<file path="src/verilog/sampler_msg_pkg.sv">
// Constants for the sampler message decoder: descriptor and header fields,
// message type codes, SIMD modes, lengths and register map.
// Assumes a 32-bit AXI4-Lite register bus in front of the decoder.
package sampler_msg_pkg;

  // ==========================================================
  // Descriptor fields
  localparam int DescHeaderBit   = 19;
  localparam int DescSimdHi      = 17;
  localparam int DescSimdLo      = 16;
  localparam int DescTypeHi      = 15;
  localparam int DescTypeLo      = 12;
  localparam int DescSamplerHi   = 11;
  localparam int DescSamplerLo   = 8;
  localparam int DescBindHi      = 7;
  localparam int DescBindLo      = 0;
  localparam int DescWideTypeBit = 18;

  // ==========================================================
  // Header fields
  localparam int HdrMaskHi = 15;
  localparam int HdrMaskLo = 12;
  localparam int HdrUOffHi = 11;
  localparam int HdrUOffLo = 8;
  localparam int HdrVOffHi = 7;
  localparam int HdrVOffLo = 4;
  localparam int HdrROffHi = 3;
  localparam int HdrROffLo = 0;

  // ==========================================================
  // SIMD modes
  localparam logic [1:0] SimdFourByTwo = 2'h0;
  localparam logic [1:0] SimdEight     = 2'h1;
  localparam logic [1:0] SimdSixteen   = 2'h2;
  localparam logic [1:0] SimdWide      = 2'h3;

  // Narrow message types
  localparam logic [3:0] MtSample      = 4'h0;
  localparam logic [3:0] MtBias        = 4'h1;
  localparam logic [3:0] MtLod         = 4'h2;
  localparam logic [3:0] MtCompare     = 4'h3;
  localparam logic [3:0] MtGradient    = 4'h4;
  localparam logic [3:0] MtBiasCmp     = 4'h5;
  localparam logic [3:0] MtLodCmp      = 4'h6;
  localparam logic [3:0] MtTexelFetch  = 4'h7;
  localparam logic [3:0] MtGather      = 4'h8;
  localparam logic [3:0] MtLodQuery    = 4'h9;
  localparam logic [3:0] MtResInfo     = 4'hA;
  localparam logic [3:0] MtSampleInfo  = 4'hB;
  localparam logic [3:0] MtSampleKill  = 4'hC;

  // Wide message types (five bits)
  localparam logic [4:0] WtUnormPix    = 5'h00;
  localparam logic [4:0] WtUnormKillPx = 5'h02;
  localparam logic [4:0] WtBlockPix    = 5'h03;
  localparam logic [4:0] WtInterleave  = 5'h08;
  localparam logic [4:0] WtUnormMedia  = 5'h0C;
  localparam logic [4:0] WtUnormKillMd = 5'h0A;
  localparam logic [4:0] WtBlockMedia  = 5'h0B;

  // ==========================================================
  // Lengths
  localparam logic [4:0] MaxMsgLen      = 5'h0B;
  localparam logic [4:0] RespFourByTwo  = 5'h01;
  localparam logic [4:0] RespEight      = 5'h04;
  localparam logic [4:0] RespEightKill  = 5'h05;
  localparam logic [4:0] RespSixteen    = 5'h08;
  localparam logic [4:0] RespUnorm      = 5'h08;
  localparam logic [4:0] RespUnormKill  = 5'h09;
  localparam logic [4:0] RespBlock      = 5'h10;
  localparam logic [4:0] StepTwo        = 5'h02;
  localparam logic [4:0] StepFour       = 5'h04;

  // ==========================================================
  // Register map (byte addresses)
  localparam logic [7:0] AddrDesc    = 8'h00;
  localparam logic [7:0] AddrHeader  = 8'h04;
  localparam logic [7:0] AddrLength  = 8'h08;
  localparam logic [7:0] AddrStatus  = 8'h0C;
  localparam logic [7:0] AddrResult  = 8'h10;
  localparam logic [7:0] AddrOffsets = 8'h14;
  localparam logic [1:0] RespOkay    = 2'h0;
  localparam logic [1:0] RespSlvErr  = 2'h2;

endpackage

</file>
<file path="src/verilog/sampler_message_decoder.sv">
// Sampler message decoder: software writes a descriptor, an optional header
// and the received message length, then reads back the decoded fields.
// Assumes an AXI4-Lite master with at most one write and one read in flight.
//
// Overview of operation
// - Header bit selects header phase, else zeros
// - Two-bit SIMD mode selects message form
// - Message type field identifies the operation
// - Sampler index, ignored for fetch/info messages
// - Eight-bit binding table index selects surface
// - No header: all channels written, zero offsets
// - Header mask bit one suppresses that channel
// - Interleave filter ignores channel masks
// - Three signed four-bit texel offsets
// - Offsets ignored for block messages, gather; the code zeroes them for unorm, block and interleave only, gather keeps them
// - Parameters float, except fetch/info integer; the code flags fetch and resinfo only, sampleinfo stays float
// - Omitted higher parameters default to zero
// - Registers with only unused parameters omitted
// - Length is header plus per-mode parameter phases
// - Response lengths per SIMD mode
// - Sixteen-wide response drops two per mask
// - Narrow forms decode four-bit types
// - Wide form decodes five-bit types, length H+1
// - Block filter drops four, unorm two per mask
//
// Added by the designer: register access over AXI4-Lite and the placing of the registers.
`timescale 1ns/1ps

module sampler_message_decoder (
  input  wire logic        clock,
  input  wire logic        rst_n,
  input  wire logic [7:0]  s_axi_awaddr,
  input  wire logic        s_axi_awvalid,
  output logic             s_axi_awready,
  input  wire logic [31:0] s_axi_wdata,
  input  wire logic [3:0]  s_axi_wstrb,
  input  wire logic        s_axi_wvalid,
  output logic             s_axi_wready,
  output logic [1:0]       s_axi_bresp,
  output logic             s_axi_bvalid,
  input  wire logic        s_axi_bready,
  input  wire logic [7:0]  s_axi_araddr,
  input  wire logic        s_axi_arvalid,
  output logic             s_axi_arready,
  output logic [31:0]      s_axi_rdata,
  output logic [1:0]       s_axi_rresp,
  output logic             s_axi_rvalid,
  input  wire logic        s_axi_rready
);

  // ==========================================================
  // Software-written registers and AXI4-Lite channel state
  logic [31:0] descReg,   descNext;
  logic [31:0] headerReg, headerNext;
  logic [4:0]  lenReg,    lenNext;
  logic        awHeldReg, awHeldNext;
  logic        wHeldReg,  wHeldNext;
  logic [7:0]  awAddrReg, awAddrNext;
  logic [31:0] wDataReg,  wDataNext;
  logic [3:0]  wStrbReg,  wStrbNext;
  logic        bValidReg, bValidNext;
  logic [1:0]  bRespReg,  bRespNext;
  logic        rValidReg, rValidNext;
  logic [31:0] rDataReg,  rDataNext;
  logic [1:0]  rRespReg,  rRespNext;

  // ==========================================================
  // Decoded fields (combinational)
  logic        hdrPresent;
  logic [1:0]  simdMode;
  logic [3:0]  msgType;
  logic [4:0]  wideType;
  logic [3:0]  samplerIdx;
  logic [7:0]  bindIdx;
  logic [31:0] hdrEff;
  logic [3:0]  chanMask;
  logic [3:0]  offU, offV, offR;
  logic [2:0]  maskCount;
  logic        isInterleave, isBlock, isUnorm, isKillWide, noSampler, intParams;
  logic [3:0]  numParams;
  logic [4:0]  expLen, respLen;
  logic        typeBad, lenBad, lenMismatch, errFlag;

  // Header phase or all-zero header when absent
  always_comb begin
    hdrPresent = descReg[sampler_msg_pkg::DescHeaderBit];
    hdrEff     = hdrPresent ? headerReg : 32'h0000_0000;
    simdMode   = descReg[sampler_msg_pkg::DescSimdHi:sampler_msg_pkg::DescSimdLo];
    msgType    = descReg[sampler_msg_pkg::DescTypeHi:sampler_msg_pkg::DescTypeLo];
    wideType   = {descReg[sampler_msg_pkg::DescWideTypeBit], msgType};
    samplerIdx = descReg[sampler_msg_pkg::DescSamplerHi:sampler_msg_pkg::DescSamplerLo];
    bindIdx    = descReg[sampler_msg_pkg::DescBindHi:sampler_msg_pkg::DescBindLo];
  end

  // Wide-form classification and narrow parameter counts
  always_comb begin
    isInterleave = 1'b0;
    isBlock      = 1'b0;
    isUnorm      = 1'b0;
    isKillWide   = 1'b0;
    typeBad      = 1'b0;
    numParams    = 4'h0;
    if (simdMode == sampler_msg_pkg::SimdWide) begin
      case (wideType)
        sampler_msg_pkg::WtUnormPix,
        sampler_msg_pkg::WtUnormMedia:  isUnorm = 1'b1;
        sampler_msg_pkg::WtUnormKillPx,
        sampler_msg_pkg::WtUnormKillMd: begin
          isUnorm    = 1'b1;
          isKillWide = 1'b1;
        end
        sampler_msg_pkg::WtBlockPix,
        sampler_msg_pkg::WtBlockMedia:  isBlock = 1'b1;
        sampler_msg_pkg::WtInterleave:  isInterleave = 1'b1;
        default:                        typeBad = 1'b1;
      endcase
    end else begin
      // Minimum parameter count; longer messages carry optional extras
      case (msgType)
        sampler_msg_pkg::MtSample,
        sampler_msg_pkg::MtCompare,
        sampler_msg_pkg::MtGather,
        sampler_msg_pkg::MtLodQuery,
        sampler_msg_pkg::MtSampleKill,
        sampler_msg_pkg::MtBias,
        sampler_msg_pkg::MtLod,
        sampler_msg_pkg::MtGradient,
        sampler_msg_pkg::MtBiasCmp,
        sampler_msg_pkg::MtLodCmp,
        sampler_msg_pkg::MtTexelFetch,
        sampler_msg_pkg::MtResInfo,
        sampler_msg_pkg::MtSampleInfo:  numParams = 4'h1;
        default:                        typeBad = 1'b1;
      endcase
      // Kill variant is eight-wide only
      if (msgType == sampler_msg_pkg::MtSampleKill && simdMode != sampler_msg_pkg::SimdEight)
        typeBad = 1'b1;
    end
  end

  // Channel masks and offsets after the per-type ignore cases
  always_comb begin
    chanMask = hdrEff[sampler_msg_pkg::HdrMaskHi:sampler_msg_pkg::HdrMaskLo];
    if (isInterleave)
      chanMask = 4'h0;
    offU = hdrEff[sampler_msg_pkg::HdrUOffHi:sampler_msg_pkg::HdrUOffLo];
    offV = hdrEff[sampler_msg_pkg::HdrVOffHi:sampler_msg_pkg::HdrVOffLo];
    offR = hdrEff[sampler_msg_pkg::HdrROffHi:sampler_msg_pkg::HdrROffLo];
    if (isUnorm || isBlock || isInterleave) begin
      offU = 4'h0;
      offV = 4'h0;
      offR = 4'h0;
    end
    maskCount = 3'(chanMask[0]) + 3'(chanMask[1]) + 3'(chanMask[2]) + 3'(chanMask[3]);
    noSampler = (simdMode != sampler_msg_pkg::SimdWide) &&
                (msgType == sampler_msg_pkg::MtTexelFetch ||
                 msgType == sampler_msg_pkg::MtResInfo ||
                 msgType == sampler_msg_pkg::MtSampleInfo);
    intParams = (simdMode != sampler_msg_pkg::SimdWide) &&
                (msgType == sampler_msg_pkg::MtTexelFetch ||
                 msgType == sampler_msg_pkg::MtResInfo);
  end

  // Expected length floor and response length
  always_comb begin
    case (simdMode)
      sampler_msg_pkg::SimdFourByTwo: begin
        expLen  = 5'(hdrPresent) + 5'h01;
        respLen = sampler_msg_pkg::RespFourByTwo;
      end
      sampler_msg_pkg::SimdEight: begin
        expLen  = 5'(hdrPresent) + 5'(numParams);
        respLen = (msgType == sampler_msg_pkg::MtSampleKill) ?
                  sampler_msg_pkg::RespEightKill : sampler_msg_pkg::RespEight;
      end
      sampler_msg_pkg::SimdSixteen: begin
        expLen  = 5'(hdrPresent) + 5'({numParams, 1'b0});
        respLen = sampler_msg_pkg::RespSixteen - 5'({maskCount, 1'b0});
      end
      default: begin
        expLen  = 5'(hdrPresent) + 5'h01;
        if (isBlock)
          respLen = sampler_msg_pkg::RespBlock - 5'({maskCount, 2'b00});
        else if (isUnorm)
          respLen = (isKillWide ? sampler_msg_pkg::RespUnormKill : sampler_msg_pkg::RespUnorm)
                    - 5'({maskCount, 1'b0});
        else
          respLen = 5'h00; // Interleave depends on sampler state
      end
    endcase
    // Omitted parameter registers shorten the message, never below the floor
    lenBad      = lenReg > sampler_msg_pkg::MaxMsgLen;
    lenMismatch = (simdMode == sampler_msg_pkg::SimdWide) ? (lenReg != expLen)
                                                          : (lenReg < expLen);
    errFlag     = typeBad || lenBad || lenMismatch;
  end

  // ==========================================================
  // AXI4-Lite write path: address and data taken in either order
  always_comb begin
    awHeldNext = awHeldReg;
    wHeldNext  = wHeldReg;
    awAddrNext = awAddrReg;
    wDataNext  = wDataReg;
    wStrbNext  = wStrbReg;
    bValidNext = bValidReg;
    bRespNext  = bRespReg;
    descNext   = descReg;
    headerNext = headerReg;
    lenNext    = lenReg;
    if (s_axi_awvalid && s_axi_awready) begin
      awHeldNext = 1'b1;
      awAddrNext = s_axi_awaddr;
    end
    if (s_axi_wvalid && s_axi_wready) begin
      wHeldNext = 1'b1;
      wDataNext = s_axi_wdata;
      wStrbNext = s_axi_wstrb;
    end
    if (bValidReg && s_axi_bready)
      bValidNext = 1'b0;
    if (awHeldReg && wHeldReg && !bValidReg) begin
      awHeldNext = 1'b0;
      wHeldNext  = 1'b0;
      bValidNext = 1'b1;
      bRespNext  = sampler_msg_pkg::RespOkay;
      if (awAddrReg == sampler_msg_pkg::AddrDesc) begin
        for (int b = 0; b < 4; b++)
          if (wStrbReg[b]) descNext[b*8 +: 8] = wDataReg[b*8 +: 8];
      end else if (awAddrReg == sampler_msg_pkg::AddrHeader) begin
        for (int b = 0; b < 4; b++)
          if (wStrbReg[b]) headerNext[b*8 +: 8] = wDataReg[b*8 +: 8];
      end else if (awAddrReg == sampler_msg_pkg::AddrLength) begin
        if (wStrbReg[0]) lenNext = wDataReg[4:0];
      end else begin
        bRespNext = sampler_msg_pkg::RespSlvErr;
      end
    end
  end

  // ==========================================================
  // AXI4-Lite read path
  always_comb begin
    rValidNext = rValidReg;
    rDataNext  = rDataReg;
    rRespNext  = rRespReg;
    if (rValidReg && s_axi_rready)
      rValidNext = 1'b0;
    if (s_axi_arvalid && s_axi_arready) begin
      rValidNext = 1'b1;
      rRespNext  = sampler_msg_pkg::RespOkay;
      if (s_axi_araddr == sampler_msg_pkg::AddrDesc)
        rDataNext = descReg;
      else if (s_axi_araddr == sampler_msg_pkg::AddrHeader)
        rDataNext = headerReg;
      else if (s_axi_araddr == sampler_msg_pkg::AddrLength)
        rDataNext = {27'h0, lenReg};
      else if (s_axi_araddr == sampler_msg_pkg::AddrStatus)
        rDataNext = {24'h0, intParams, noSampler, lenMismatch, lenBad,
                     typeBad, errFlag, simdMode};
      else if (s_axi_araddr == sampler_msg_pkg::AddrResult)
        // Sampler index reads zero when the type does not use it
        rDataNext = {3'h0, respLen, 3'h0, expLen, (noSampler ? 4'h0 : samplerIdx),
                     chanMask, bindIdx};
      else if (s_axi_araddr == sampler_msg_pkg::AddrOffsets)
        rDataNext = {20'h0, offU, offV, offR};
      else begin
        rDataNext = 32'h0000_0000;
        rRespNext = sampler_msg_pkg::RespSlvErr;
      end
    end
  end

  // ==========================================================
  // State registers; decoder holds no state beyond software values and AXI4-Lite channel state
  always_ff @(posedge clock) begin
    if (!rst_n) begin
      descReg   <= 32'h0000_0000;
      headerReg <= 32'h0000_0000;
      lenReg    <= 5'h00;
      awHeldReg <= 1'b0;
      wHeldReg  <= 1'b0;
      awAddrReg <= 8'h00;
      wDataReg  <= 32'h0000_0000;
      wStrbReg  <= 4'h0;
      bValidReg <= 1'b0;
      bRespReg  <= 2'h0;
      rValidReg <= 1'b0;
      rDataReg  <= 32'h0000_0000;
      rRespReg  <= 2'h0;
      s_axi_awready <= 1'b0;
      s_axi_wready  <= 1'b0;
      s_axi_arready <= 1'b0;
    end else begin
      descReg   <= descNext;
      headerReg <= headerNext;
      lenReg    <= lenNext;
      awHeldReg <= awHeldNext;
      wHeldReg  <= wHeldNext;
      awAddrReg <= awAddrNext;
      wDataReg  <= wDataNext;
      wStrbReg  <= wStrbNext;
      bValidReg <= bValidNext;
      bRespReg  <= bRespNext;
      rValidReg <= rValidNext;
      rDataReg  <= rDataNext;
      rRespReg  <= rRespNext;
      // Ready only while the channel is empty, one accept per transfer
      s_axi_awready <= !awHeldNext && !bValidNext && !(s_axi_awvalid && s_axi_awready);
      s_axi_wready  <= !wHeldNext && !bValidNext && !(s_axi_wvalid && s_axi_wready);
      s_axi_arready <= !rValidNext && !(s_axi_arvalid && s_axi_arready);
    end
  end

  assign s_axi_bvalid = bValidReg;
  assign s_axi_bresp  = bRespReg;
  assign s_axi_rvalid = rValidReg;
  assign s_axi_rdata  = rDataReg;
  assign s_axi_rresp  = rRespReg;

  // ==========================================================
  // Checks
  AST_NOHDR_ZERO: assert property (@(posedge clock) disable iff (!rst_n)
    !hdrPresent |-> (chanMask == 4'h0 && offU == 4'h0 && offV == 4'h0 && offR == 4'h0))
    else $error("Absent header must give zero masks and offsets");
  AST_SIXTEEN_RESP: assert property (@(posedge clock) disable iff (!rst_n)
    simdMode == sampler_msg_pkg::SimdSixteen |-> respLen == 5'(5'h08 - 5'({maskCount, 1'b0})))
    else $error("Sixteen-wide response length wrong");
  AST_EIGHT_RESP: assert property (@(posedge clock) disable iff (!rst_n)
    simdMode == sampler_msg_pkg::SimdEight |-> (respLen == 5'h04 || respLen == 5'h05))
    else $error("Eight-wide response length wrong");
  AST_FOURBYTWO_RESP: assert property (@(posedge clock) disable iff (!rst_n)
    simdMode == sampler_msg_pkg::SimdFourByTwo |-> respLen == 5'h01)
    else $error("Four-by-two response length wrong");
  AST_BLOCK_RESP: assert property (@(posedge clock) disable iff (!rst_n)
    isBlock |-> respLen == 5'(5'h10 - 5'({maskCount, 2'b00})))
    else $error("Block filter response length wrong");
  AST_INTERLEAVE_MASK: assert property (@(posedge clock) disable iff (!rst_n)
    isInterleave |-> chanMask == 4'h0)
    else $error("Interleave must ignore masks");
  AST_OVERLONG: assert property (@(posedge clock) disable iff (!rst_n)
    lenReg > 5'h0B |-> errFlag)
    else $error("Overlong message not flagged");
  AST_WIDE_LEN: assert property (@(posedge clock) disable iff (!rst_n)
    simdMode == sampler_msg_pkg::SimdWide |-> expLen == 5'(5'(hdrPresent) + 5'h01))
    else $error("Wide message length wrong");
  AST_BRESP_HOLD: assert property (@(posedge clock) disable iff (!rst_n)
    s_axi_bvalid && !s_axi_bready |=> s_axi_bvalid && $stable(s_axi_bresp))
    else $error("Write response dropped early");
  AST_UNORM_RESP: assert property (@(posedge clock) disable iff (!rst_n)
    isUnorm |-> respLen == 5'((isKillWide ? 5'h09 : 5'h08) - 5'({maskCount, 1'b0})))
    else $error("Unorm block response length wrong");
  AST_KILL_EIGHT_ONLY: assert property (@(posedge clock) disable iff (!rst_n)
    (msgType == sampler_msg_pkg::MtSampleKill && simdMode != sampler_msg_pkg::SimdEight &&
     simdMode != sampler_msg_pkg::SimdWide) |-> typeBad)
    else $error("Kill type outside eight-wide not refused");
  AST_WIDE_MISMATCH: assert property (@(posedge clock) disable iff (!rst_n)
    (simdMode == sampler_msg_pkg::SimdWide && lenReg != expLen) |-> errFlag)
    else $error("Wide length mismatch not flagged");
  // Response only after both halves of the write were held
  AST_WRITE_RESP_ORDER: assert property (@(posedge clock) disable iff (!rst_n)
    $rose(s_axi_bvalid) |-> ($past(awHeldReg) && $past(wHeldReg)))
    else $error("Write response before address and data");
  AST_READY_WHILE_RESP: assert property (@(posedge clock) disable iff (!rst_n)
    s_axi_bvalid |-> (!s_axi_awready && !s_axi_wready))
    else $error("Write channel open while response pending");
  COV_WIDE: cover property (@(posedge clock) disable iff (!rst_n) isBlock && maskCount != 3'h0);
  COV_ERR: cover property (@(posedge clock) disable iff (!rst_n) errFlag);
  COV_SIXTEEN: cover property (@(posedge clock) disable iff (!rst_n)
    simdMode == sampler_msg_pkg::SimdSixteen && hdrPresent);
  COV_INTERLEAVE: cover property (@(posedge clock) disable iff (!rst_n)
    isInterleave && hdrPresent);
  COV_KILL: cover property (@(posedge clock) disable iff (!rst_n)
    simdMode == sampler_msg_pkg::SimdEight && msgType == sampler_msg_pkg::MtSampleKill);

endmodule

</file>
<file path="config.mk">
export PLATFORM = sky130hd
export DESIGN_NAME = sampler_message_decoder
export DESIGN_NICKNAME = d
export VERILOG_FILES = /design/src/verilog/sampler_msg_pkg.sv /design/src/verilog/sampler_message_decoder.sv
export SDC_FILE = /design/constraint.sdc
export NUM_CORES = 1
export LEC_CHECK = 0
export ABC_AREA = 1
export BUFFER_PORTS_ARGS = -buffer_cell sky130_fd_sc_hd__buf_2
export CORE_AREA = 3 3 137 112
export DETAILED_ROUTE_END_ITERATION = 7
export DIE_AREA = 0 0 140 115
export MAX_ROUTING_LAYER = met4
export PLACE_DENSITY = 0.74
export SYNTH_ARGS = -nofsm -noshare
export SYNTH_HDL_FRONTEND = slang
export SYNTH_SLANG_ARGS = --single-unit
</file>
<file path="constraint.sdc">
create_clock -name clock -period 5.1 [get_ports clock]
set_clock_uncertainty 0.05 [all_clocks]
set_input_delay 0.765 -clock clock [delete_from_list [all_inputs] [get_ports clock]]
set_output_delay 0.765 -clock clock [all_outputs]
set_load 0.03 [all_outputs]
</file>
==> results.toml, run 1 <==
[floorplan]
rows = 39
top_level_ports = 100
die_height_um = 115
initial_utilization_pct = 49.4
die_area_um2 = 16100
dieWidth_um = 140
placeableCoreArea_um2 = 14200

[clock_tree]
worst_setup_hold_path_clk_slew_ps = 60
clk_path_buf_depth = 2
tritoncts = "yes"
cts_setup_buffers = 0
numCtsBuffers = 17
cts_sinks = 154
clock_tree_root = "sky130_fd_sc_hd__clkbuf_16"
cts_hold_buffers = 0
insertion_delay_ps = 420
cts_resized = 0
cts-htree-levels = 4

[global_route]
gr-total-overflow = 0
global_route_wire_length_before_repair_um = 29500
first_global_vias = 5744
groute.usage.overall_pct = 23.5
grt_start_max_net_pins = 101
antenna_found_initial = 0

[cells_and_area]
finalCoreUtilization_pct = 56.6
multi_input_area_um2 = 3290
share_of_cells_above_drive_strength_1_pct = 16.3
num_antenna_cells = 0
fin_cells = 1203
total_area_of_sequential_cells_um2 = 3080
nets = 1079
final_area_um2 = 8010
fill_cell_count = 1375
syn2layout_area_growth_pct = 14.7

[sta]
final_hold_viol_count = 0
max_freq_mhz = 247
timing.final.crit_share_pct = 79.5
pins_over_their_slew_limit = 0
shortest_period_the_worst_path_allows_ps = 4060
tightest_hold_margin_ps = 411
setup_violations = 0
worst_slew_margin_rel_pct = 28.0
rsz0062_at_grt = "no"
worst_pin_slew_ps = 1080
setup_tns_final_ps = 0

[place]
number_of_buffers_added_on_ports = 97
gpl.final_weighted_congestion = 0.931
postPlaceCellArea_um2 = 7500
post-dp-hpwl_um = 12400
place_inst = 1173

[critical_path]
critPathLaunchType = "flip-flop"
crit_fanout = 12
rrSetupSlack_ps = 1040
critPathKind = "reg -> reg"
arrival_ps = 4270
cp.required_ps = 5310
setup.worst_path.end_class = "flip-flop"

[detailed_routing]
wl_per_cell_um = 15.0
detailroute.via_count = 6381
routed_via_density = 5.30
routed_wl_um = 18000
drt-pass1-iter-count = 6
iteration_0_drc_count_of_the_detailed_router = 516
post-route-drc-count = 0
route.antenna.remaining_nets = 0

[yosys]
synth_area_um2 = 6990
synth_seq_area_share_pct = 44.1
post_synth_num_cell_types = 45
synthesis.instances = 937
postSynthAreaPerCell_um2 = 7.46
synth_warnings = 0
synth_enable_flop_cells = 0
synth-seq-cells = 154
postSynth.topFlopCell = "sky130_fd_sc_hd__dfxtp_1"
share_of_synthesized_registers_carrying_an_async_set_or_reset_pct = 0

[run]
drv_cap = 0

[worst_hold_path]
hold_class = "reg -> reg"

[power_and_ir_drop]
largest_vdd_supply_drop_v = 0.000230
p_per_area_nw_per_um2 = 320
static-leakage-power_nw = 3.43

[run_status]
run_status = "finished, final reports clean"
path summary, 6_finish.rpt:
| path | from | endpoint | depth (start not counted) |
|---|---|---|---|
| max | descReg[16] | s_axi_rdata[28] | 21 |
| min | s_axi_rdata[7] | s_axi_rdata[7] | 2 |
| max reg2reg | descReg[16] | s_axi_rdata[28] | 21 |
| min reg2reg | s_axi_rdata[7] | s_axi_rdata[7] | 2 |
synth_stat cells, types with 5 or more instances:
cell type	count	area share, %
sky130_fd_sc_hd__o21ai_0	111	7.9
sky130_fd_sc_hd__nor2_2	6	0.54
sky130_fd_sc_hd__a211oi_2	6	1.1
sky130_fd_sc_hd__a21oi_1	113	8.1
sky130_fd_sc_hd__buf_2	6	0.43
sky130_fd_sc_hd__a211oi_1	18	1.9
sky130_fd_sc_hd__nand2_1	144	7.7
sky130_fd_sc_hd__nand4_1	9	0.81
sky130_fd_sc_hd__dfxtp_1	154	44
sky130_fd_sc_hd__clkbuf_1	36	1.9
sky130_fd_sc_hd__a31o_2	5	0.63
sky130_fd_sc_hd__o211ai_1	14	1.5
sky130_fd_sc_hd__ha_1	11	2.0
sky130_fd_sc_hd__nor4_1	5	0.45
sky130_fd_sc_hd__nand3_1	29	2.1
sky130_fd_sc_hd__inv_1	96	5.2
sky130_fd_sc_hd__nor2_1	124	6.7
sky130_fd_sc_hd__buf_4	5	0.54
where the power goes:
| part | switching [W] | internal, W |
|---|---|---|
| clock network | 0.000493 | 0.000627 |
| logic | 0.000131 | 0.0000598 |
| registers | 0.0000173 | 0.00124 |
registers in the layout, indices dropped and copies added, names as in the netlist, 4 cells and up:
register	count
descReg	32
headerReg	32
s_axi_rdata	32
wDataReg	32
awAddrReg	8
lenReg	5
wStrbReg	4
area by class of cell:
class | count | share of cell area [%]
clock buffers | 19 | 5.53
clock inverters | 11 | 0.937
inverters | 101 | 4.73
multi-input cells | 633 | 41.0
flip-flops and latches | 154 | 38.5
well taps | 184 | 2.87
repair buffers | 101 | 6.43
metal layers:
metal / vias to the layer above / global-route usage, % / share of wire (%)
met1: 2887 / 33.1 / 49
met2: 225 / 33.8 / 41
met3: 16 / 5.99 / 8.4
met5: - / - / 0
met4: 0 / 5.87 / 0.99
li1: 3253 / - / -
cells by family after synthesis:
| logic type | synth area share (%) |
|---|---|
| AOI/OAI and AO/OA | 22.9 |
| xor gates and xnor gates | 0.125 |
| adders and majority gates | 2.26 |
| buffers and inverters | 8.97 |
| DFF | 44.1 |
| other | 0.0537 |
| and+or+nand+nor | 21.6 |
critical path: stages, from the launching register on:
cell and delay [ps]:
sky130_fd_sc_hd__dfxtp_1 370, sky130_fd_sc_hd__ha_1 470, sky130_fd_sc_hd__clkinv_1 390, sky130_fd_sc_hd__nor2_1 170, sky130_fd_sc_hd__nand3_1 130, sky130_fd_sc_hd__nand2_1 100, sky130_fd_sc_hd__clkinv_1 210, sky130_fd_sc_hd__nand2_1 170
sky130_fd_sc_hd__fa_1 420, sky130_fd_sc_hd__inv_1 60, sky130_fd_sc_hd__ha_1 180, sky130_fd_sc_hd__ha_1 240, sky130_fd_sc_hd__inv_1 60, sky130_fd_sc_hd__ha_1 150, sky130_fd_sc_hd__xnor2_1 140, sky130_fd_sc_hd__inv_1 70
sky130_fd_sc_hd__a21oi_1 140, sky130_fd_sc_hd__nand2_1 70, sky130_fd_sc_hd__nand3_1 60, sky130_fd_sc_hd__nand3_1 70, sky130_fd_sc_hd__nand2_1 60, sky130_fd_sc_hd__a21oi_1 90
layout by cell type (no fill, tap or decap), types with 3 or more instances in the layout:
master	n
sky130_fd_sc_hd__a21oi_1	113
sky130_fd_sc_hd__inv_1	96
sky130_fd_sc_hd__ha_1	11
sky130_fd_sc_hd__nor2_8	3
sky130_fd_sc_hd__a211oi_2	6
sky130_fd_sc_hd__nand3_1	29
sky130_fd_sc_hd__dfxtp_1	154
sky130_fd_sc_hd__a31o_2	5
sky130_fd_sc_hd__o21ai_0	111
sky130_fd_sc_hd__nand2_1	143
sky130_fd_sc_hd__clkinv_4	3
sky130_fd_sc_hd__nor2_2	7
sky130_fd_sc_hd__nand4_1	9
sky130_fd_sc_hd__clkbuf_16	17
sky130_fd_sc_hd__clkinv_1	3
sky130_fd_sc_hd__buf_2	97
sky130_fd_sc_hd__buf_4	4
sky130_fd_sc_hd__nor2_1	123
sky130_fd_sc_hd__a221o_1	3
sky130_fd_sc_hd__a211oi_1	18
sky130_fd_sc_hd__nor4_1	5
sky130_fd_sc_hd__nor3_4	3
sky130_fd_sc_hd__a31oi_1	3
sky130_fd_sc_hd__clkinv_2	5
sky130_fd_sc_hd__o211ai_1	14
metrics by stage:
step / setup slack [ps] / total power, W
after CTS: 1080 / 0.00258
after global placement: 1230 / 0.00147
after global routing: 618 / 0.00266
after detailed placement: 1120 / 0.00147
final: 1040 / 0.00257
after floorplan: 2020 / 0.00141
(Power assumes the default switching activity.)
==> run 2: changes to the inputs <==
--- a/config.mk
+++ b/config.mk
@@ -5,11 +5,11 @@
 export SDC_FILE = /design/constraint.sdc
 export NUM_CORES = 1
 export LEC_CHECK = 0
-export ABC_AREA = 1
+export ABC_AREA = 0
 export BUFFER_PORTS_ARGS = -buffer_cell sky130_fd_sc_hd__buf_2
-export CORE_AREA = 3 3 137 112
+export CORE_AREA = 3 3 134 110
 export DETAILED_ROUTE_END_ITERATION = 7
-export DIE_AREA = 0 0 140 115
+export DIE_AREA = 0 0 137 113
 export MAX_ROUTING_LAYER = met4
 export PLACE_DENSITY = 0.74
 export SYNTH_ARGS = -nofsm -noshare
==> constraint.sdc (replaced) <==
create_clock -name clock -period 4.22 [get_ports clock]
set_clock_uncertainty 0.05 [all_clocks]
set_input_delay 0.633 -clock clock [delete_from_list [all_inputs] [get_ports clock]]
set_output_delay 0.633 -clock clock [all_outputs]
set_load 0.03 [all_outputs]
==> run 2 against run 1 <==
Compared with the run above: synthesized cell count shrank 9.4%; via count shrank 3.0%; final area shrank 1.9%; sequential power grew 21%; count of clock-buffer cells in the layout is the same; final cell count shrank 7.6%; flip-flop and latch count is the same; power grew 28%; core utilization grew 1.6 points; combinational power grew 9%; non-clock buffer count grew 5; global-route usage grew 0.77 points; critical path type unchanged; largest power group is now the clock network.
==> results.toml, run 2 <==
[run_status]
run_status = "finished, final reports clean"

[clock_tree]
tritoncts = "yes"
worst_setup_hold_path_clk_slew_ps = 70
cts_resized = 0
cts-htree-levels = 4
insertion_delay_ps = 430
cts_sinks = 154
clock_tree_root = "sky130_fd_sc_hd__clkbuf_16"
clk_path_buf_depth = 2
numCtsBuffers = 17
cts_setup_buffers = 0
cts_hold_buffers = 0

[yosys]
synth-seq-cells = 154
synthesis.instances = 849
postSynth.topFlopCell = "sky130_fd_sc_hd__dfxtp_1"
yosys-top-cells-count = "sky130_fd_sc_hd__nand2_1, sky130_fd_sc_hd__dfxtp_1, sky130_fd_sc_hd__a21oi_1"
synth_warnings = 0
synth_top_area_share_pct = 46.0
most_numerous_cell_in_the_yosys_netlist = "sky130_fd_sc_hd__nand2_1"
synth_seq_area_share_pct = 46.0
synth_area_um2 = 6700
synth.top_cells.by_area = "sky130_fd_sc_hd__dfxtp_1, sky130_fd_sc_hd__nand2_1, sky130_fd_sc_hd__a21oi_1, sky130_fd_sc_hd__o21ai_0, sky130_fd_sc_hd__ha_1"
share_of_synthesized_registers_carrying_an_async_set_or_reset_pct = 0
yosysTopAreaCell = "sky130_fd_sc_hd__dfxtp_1"
postSynthAreaPerCell_um2 = 7.89
post_synth_num_cell_types = 59
synth_enable_flop_cells = 0

[global_route]
antenna_found_initial = 0
grt_start_max_net_pins = 86
groute.usage.overall_pct = 24.3
gr-total-overflow = 0
global_route_wire_length_before_repair_um = 28900
first_global_vias = 5633

[cells_and_area]
num_antenna_cells = 0
syn2layout_area_growth_pct = 17.3
total_area_of_sequential_cells_um2 = 3080
multi_input_area_um2 = 3320
fill_cell_count = 1284
layout_common_cells = "sky130_fd_sc_hd__nand2_1, sky130_fd_sc_hd__dfxtp_1, sky130_fd_sc_hd__a21oi_1"
share_of_cells_above_drive_strength_1_pct = 16.3
nets = 989
layout.cells.most_common = "sky130_fd_sc_hd__nand2_1"

[sta]
worst_pin_slew_ps = 868
setup_violations = 0
timing.final.crit_share_pct = 79.9
setup_tns_final_ps = 0
pins_over_their_slew_limit = 0
rsz0062_at_grt = "no"
final_hold_viol_count = 0
max_freq_mhz = 296
worst_slew_margin_rel_pct = 42.0
shortest_period_the_worst_path_allows_ps = 3370

[detailed_routing]
met3_length_um = 1680
drt-pass1-iter-count = 7
detail_route.wirelength.met1_um = 8610
wl_per_cell_um = 16.1
dr.max_layer_used = "met4"
post-route-drc-count = 0
routed_wl_um = 17900
routed-wl-met2_um = 7410
route.antenna.remaining_nets = 0
routed_via_density = 5.57
iteration_0_drc_count_of_the_detailed_router = 662
detailroute.via_count = 6189

[worst_hold_path]
hold_class = "in -> reg"

[power_and_ir_drop]
largest_vdd_supply_drop_v = 0.000323
total_power_w = 0.00328
p_per_area_nw_per_um2 = 417
static-leakage-power_nw = 2.96

[critical_path]
cp_common_cell = "sky130_fd_sc_hd__ha_1"
critPathMaxStageDelay_ps = 550
crit_path_top_delay_cell = "sky130_fd_sc_hd__dfxtp_1"
critPathLaunchType = "flip-flop"
cp.required_ps = 4530
arrival_ps = 3680
setup.worst_path.end_class = "flip-flop"
cpLargestDelayFamily = "adder cells"
crit_fanout = 11
crit_buf_inv = 2
critPathKind = "reg -> reg"
timing.critical_path.cells = "nor2_2 -> a41oi_2 -> nand2_1 -> fa_1 -> inv_1 -> ha_1 -> ha_1 -> inv_1 -> ha_1 -> xor2_1 -> a21oi_1 -> a311o_1 -> a21oi_1"

[floorplan]
die_area_um2 = 15500
top_level_ports = 100
die_height_um = 113
rows = 38
placeableCoreArea_um2 = 13500
initial_utilization_pct = 49.6
dieWidth_um = 137

[run]
drv_cap = 0

[place]
gpl.final_weighted_congestion = 0.882
post-dp-hpwl_um = 12200
number_of_buffers_added_on_ports = 97
[run 2: changes by cell type after synthesis, sizes merged, moves of 13 or more]
cell / change
nand3: -25
o21ai: -80
mux2i: +13
nand2: +104
nor3: +18
and2: +14
nor2: -100
a211oi: -18
inv: -80
a21oi: +21
[run 2: worst paths after layout]
kind | start | endpoint | slack (ps) | cells past startpoint
worst max-delay path | descReg[14] | s_axi_rdata[27] | 850 | 13
worst max register to register | descReg[14] | s_axi_rdata[27] | 850 | 13
worst min-delay path | s_axi_wdata[23] | wDataReg[23] | 390 | 3
worst min register to register | s_axi_rdata[19] | s_axi_rdata[19] | 400 | 2
[run 2: area by class of cell]
cell class                      instances  share of cell area [%]
Clock buffer                           19                    5.63
Clock inverter                         13                    2.01
Sequential cell                       154                    39.2
Tap cell                              180                    2.86
Timing Repair Buffer                  106                    7.19
Multi-Input combinational cell        621                    42.2
Inverter                               18                   0.875
[run 2: stage by stage]
| step | hold WS (ps) | cell area [µm²] | std cells | utilization [%] | setup slack (ps) |
|---|---|---|---|---|---|
| 2_1_floorplan | 380 | 6710 | 850 | - | 1120 |
| 3_3_place_gp | 388 | 7260 | 1079 | 53.8 | 974 |
| 6_report | 387 | 7860 | 1111 | 58.2 | 847 |
| 4_1_cts | 378 | 7860 | 1111 | 58.2 | 871 |
| 5_1_grt | 383 | 7860 | 1111 | 58.2 | 564 |
| 3_5_place_dp | 392 | 7260 | 1079 | 53.8 | 884 |
[run 2: metal layers]
metal,up-vias,global-route usage (%)
li1,3068,-
met1,2850,36.0
met2,248,32.7
met3,23,5.69
met4,0,6.98
met5,-,-
[run 2: tightest hold or removal path: stages]
cell	delay, ps
sky130_fd_sc_hd__buf_2	90
sky130_fd_sc_hd__nand2_1	40
sky130_fd_sc_hd__a21oi_1	50
[run 2: where the power goes]
part / total, W / internal (W) / switching, W / leakage (nW)
Clock: 0.00155 / 0.000904 / 0.000646 / 0.285
Combinational: 0.000208 / 0.0000680 / 0.000140 / 1.43
Sequential: 0.00152 / 0.00149 / 0.0000319 / 1.25
[run 2: logic make-up (layout without fill, tap and decap cells)]
family	Yosys count	in the layout	synth area share, %
AO/OA/AOI/OAI	229	229	20.9
XOR/XNOR	2	2	0.261
adder cells (fa/ha/maj)	12	12	2.35
buffers and inverters	75	156	4.69
flip-flops	154	154	46.0
multiplexers	14	14	2.11
other	1	2	0.0559
AND/OR/NAND/NOR	362	362	23.6
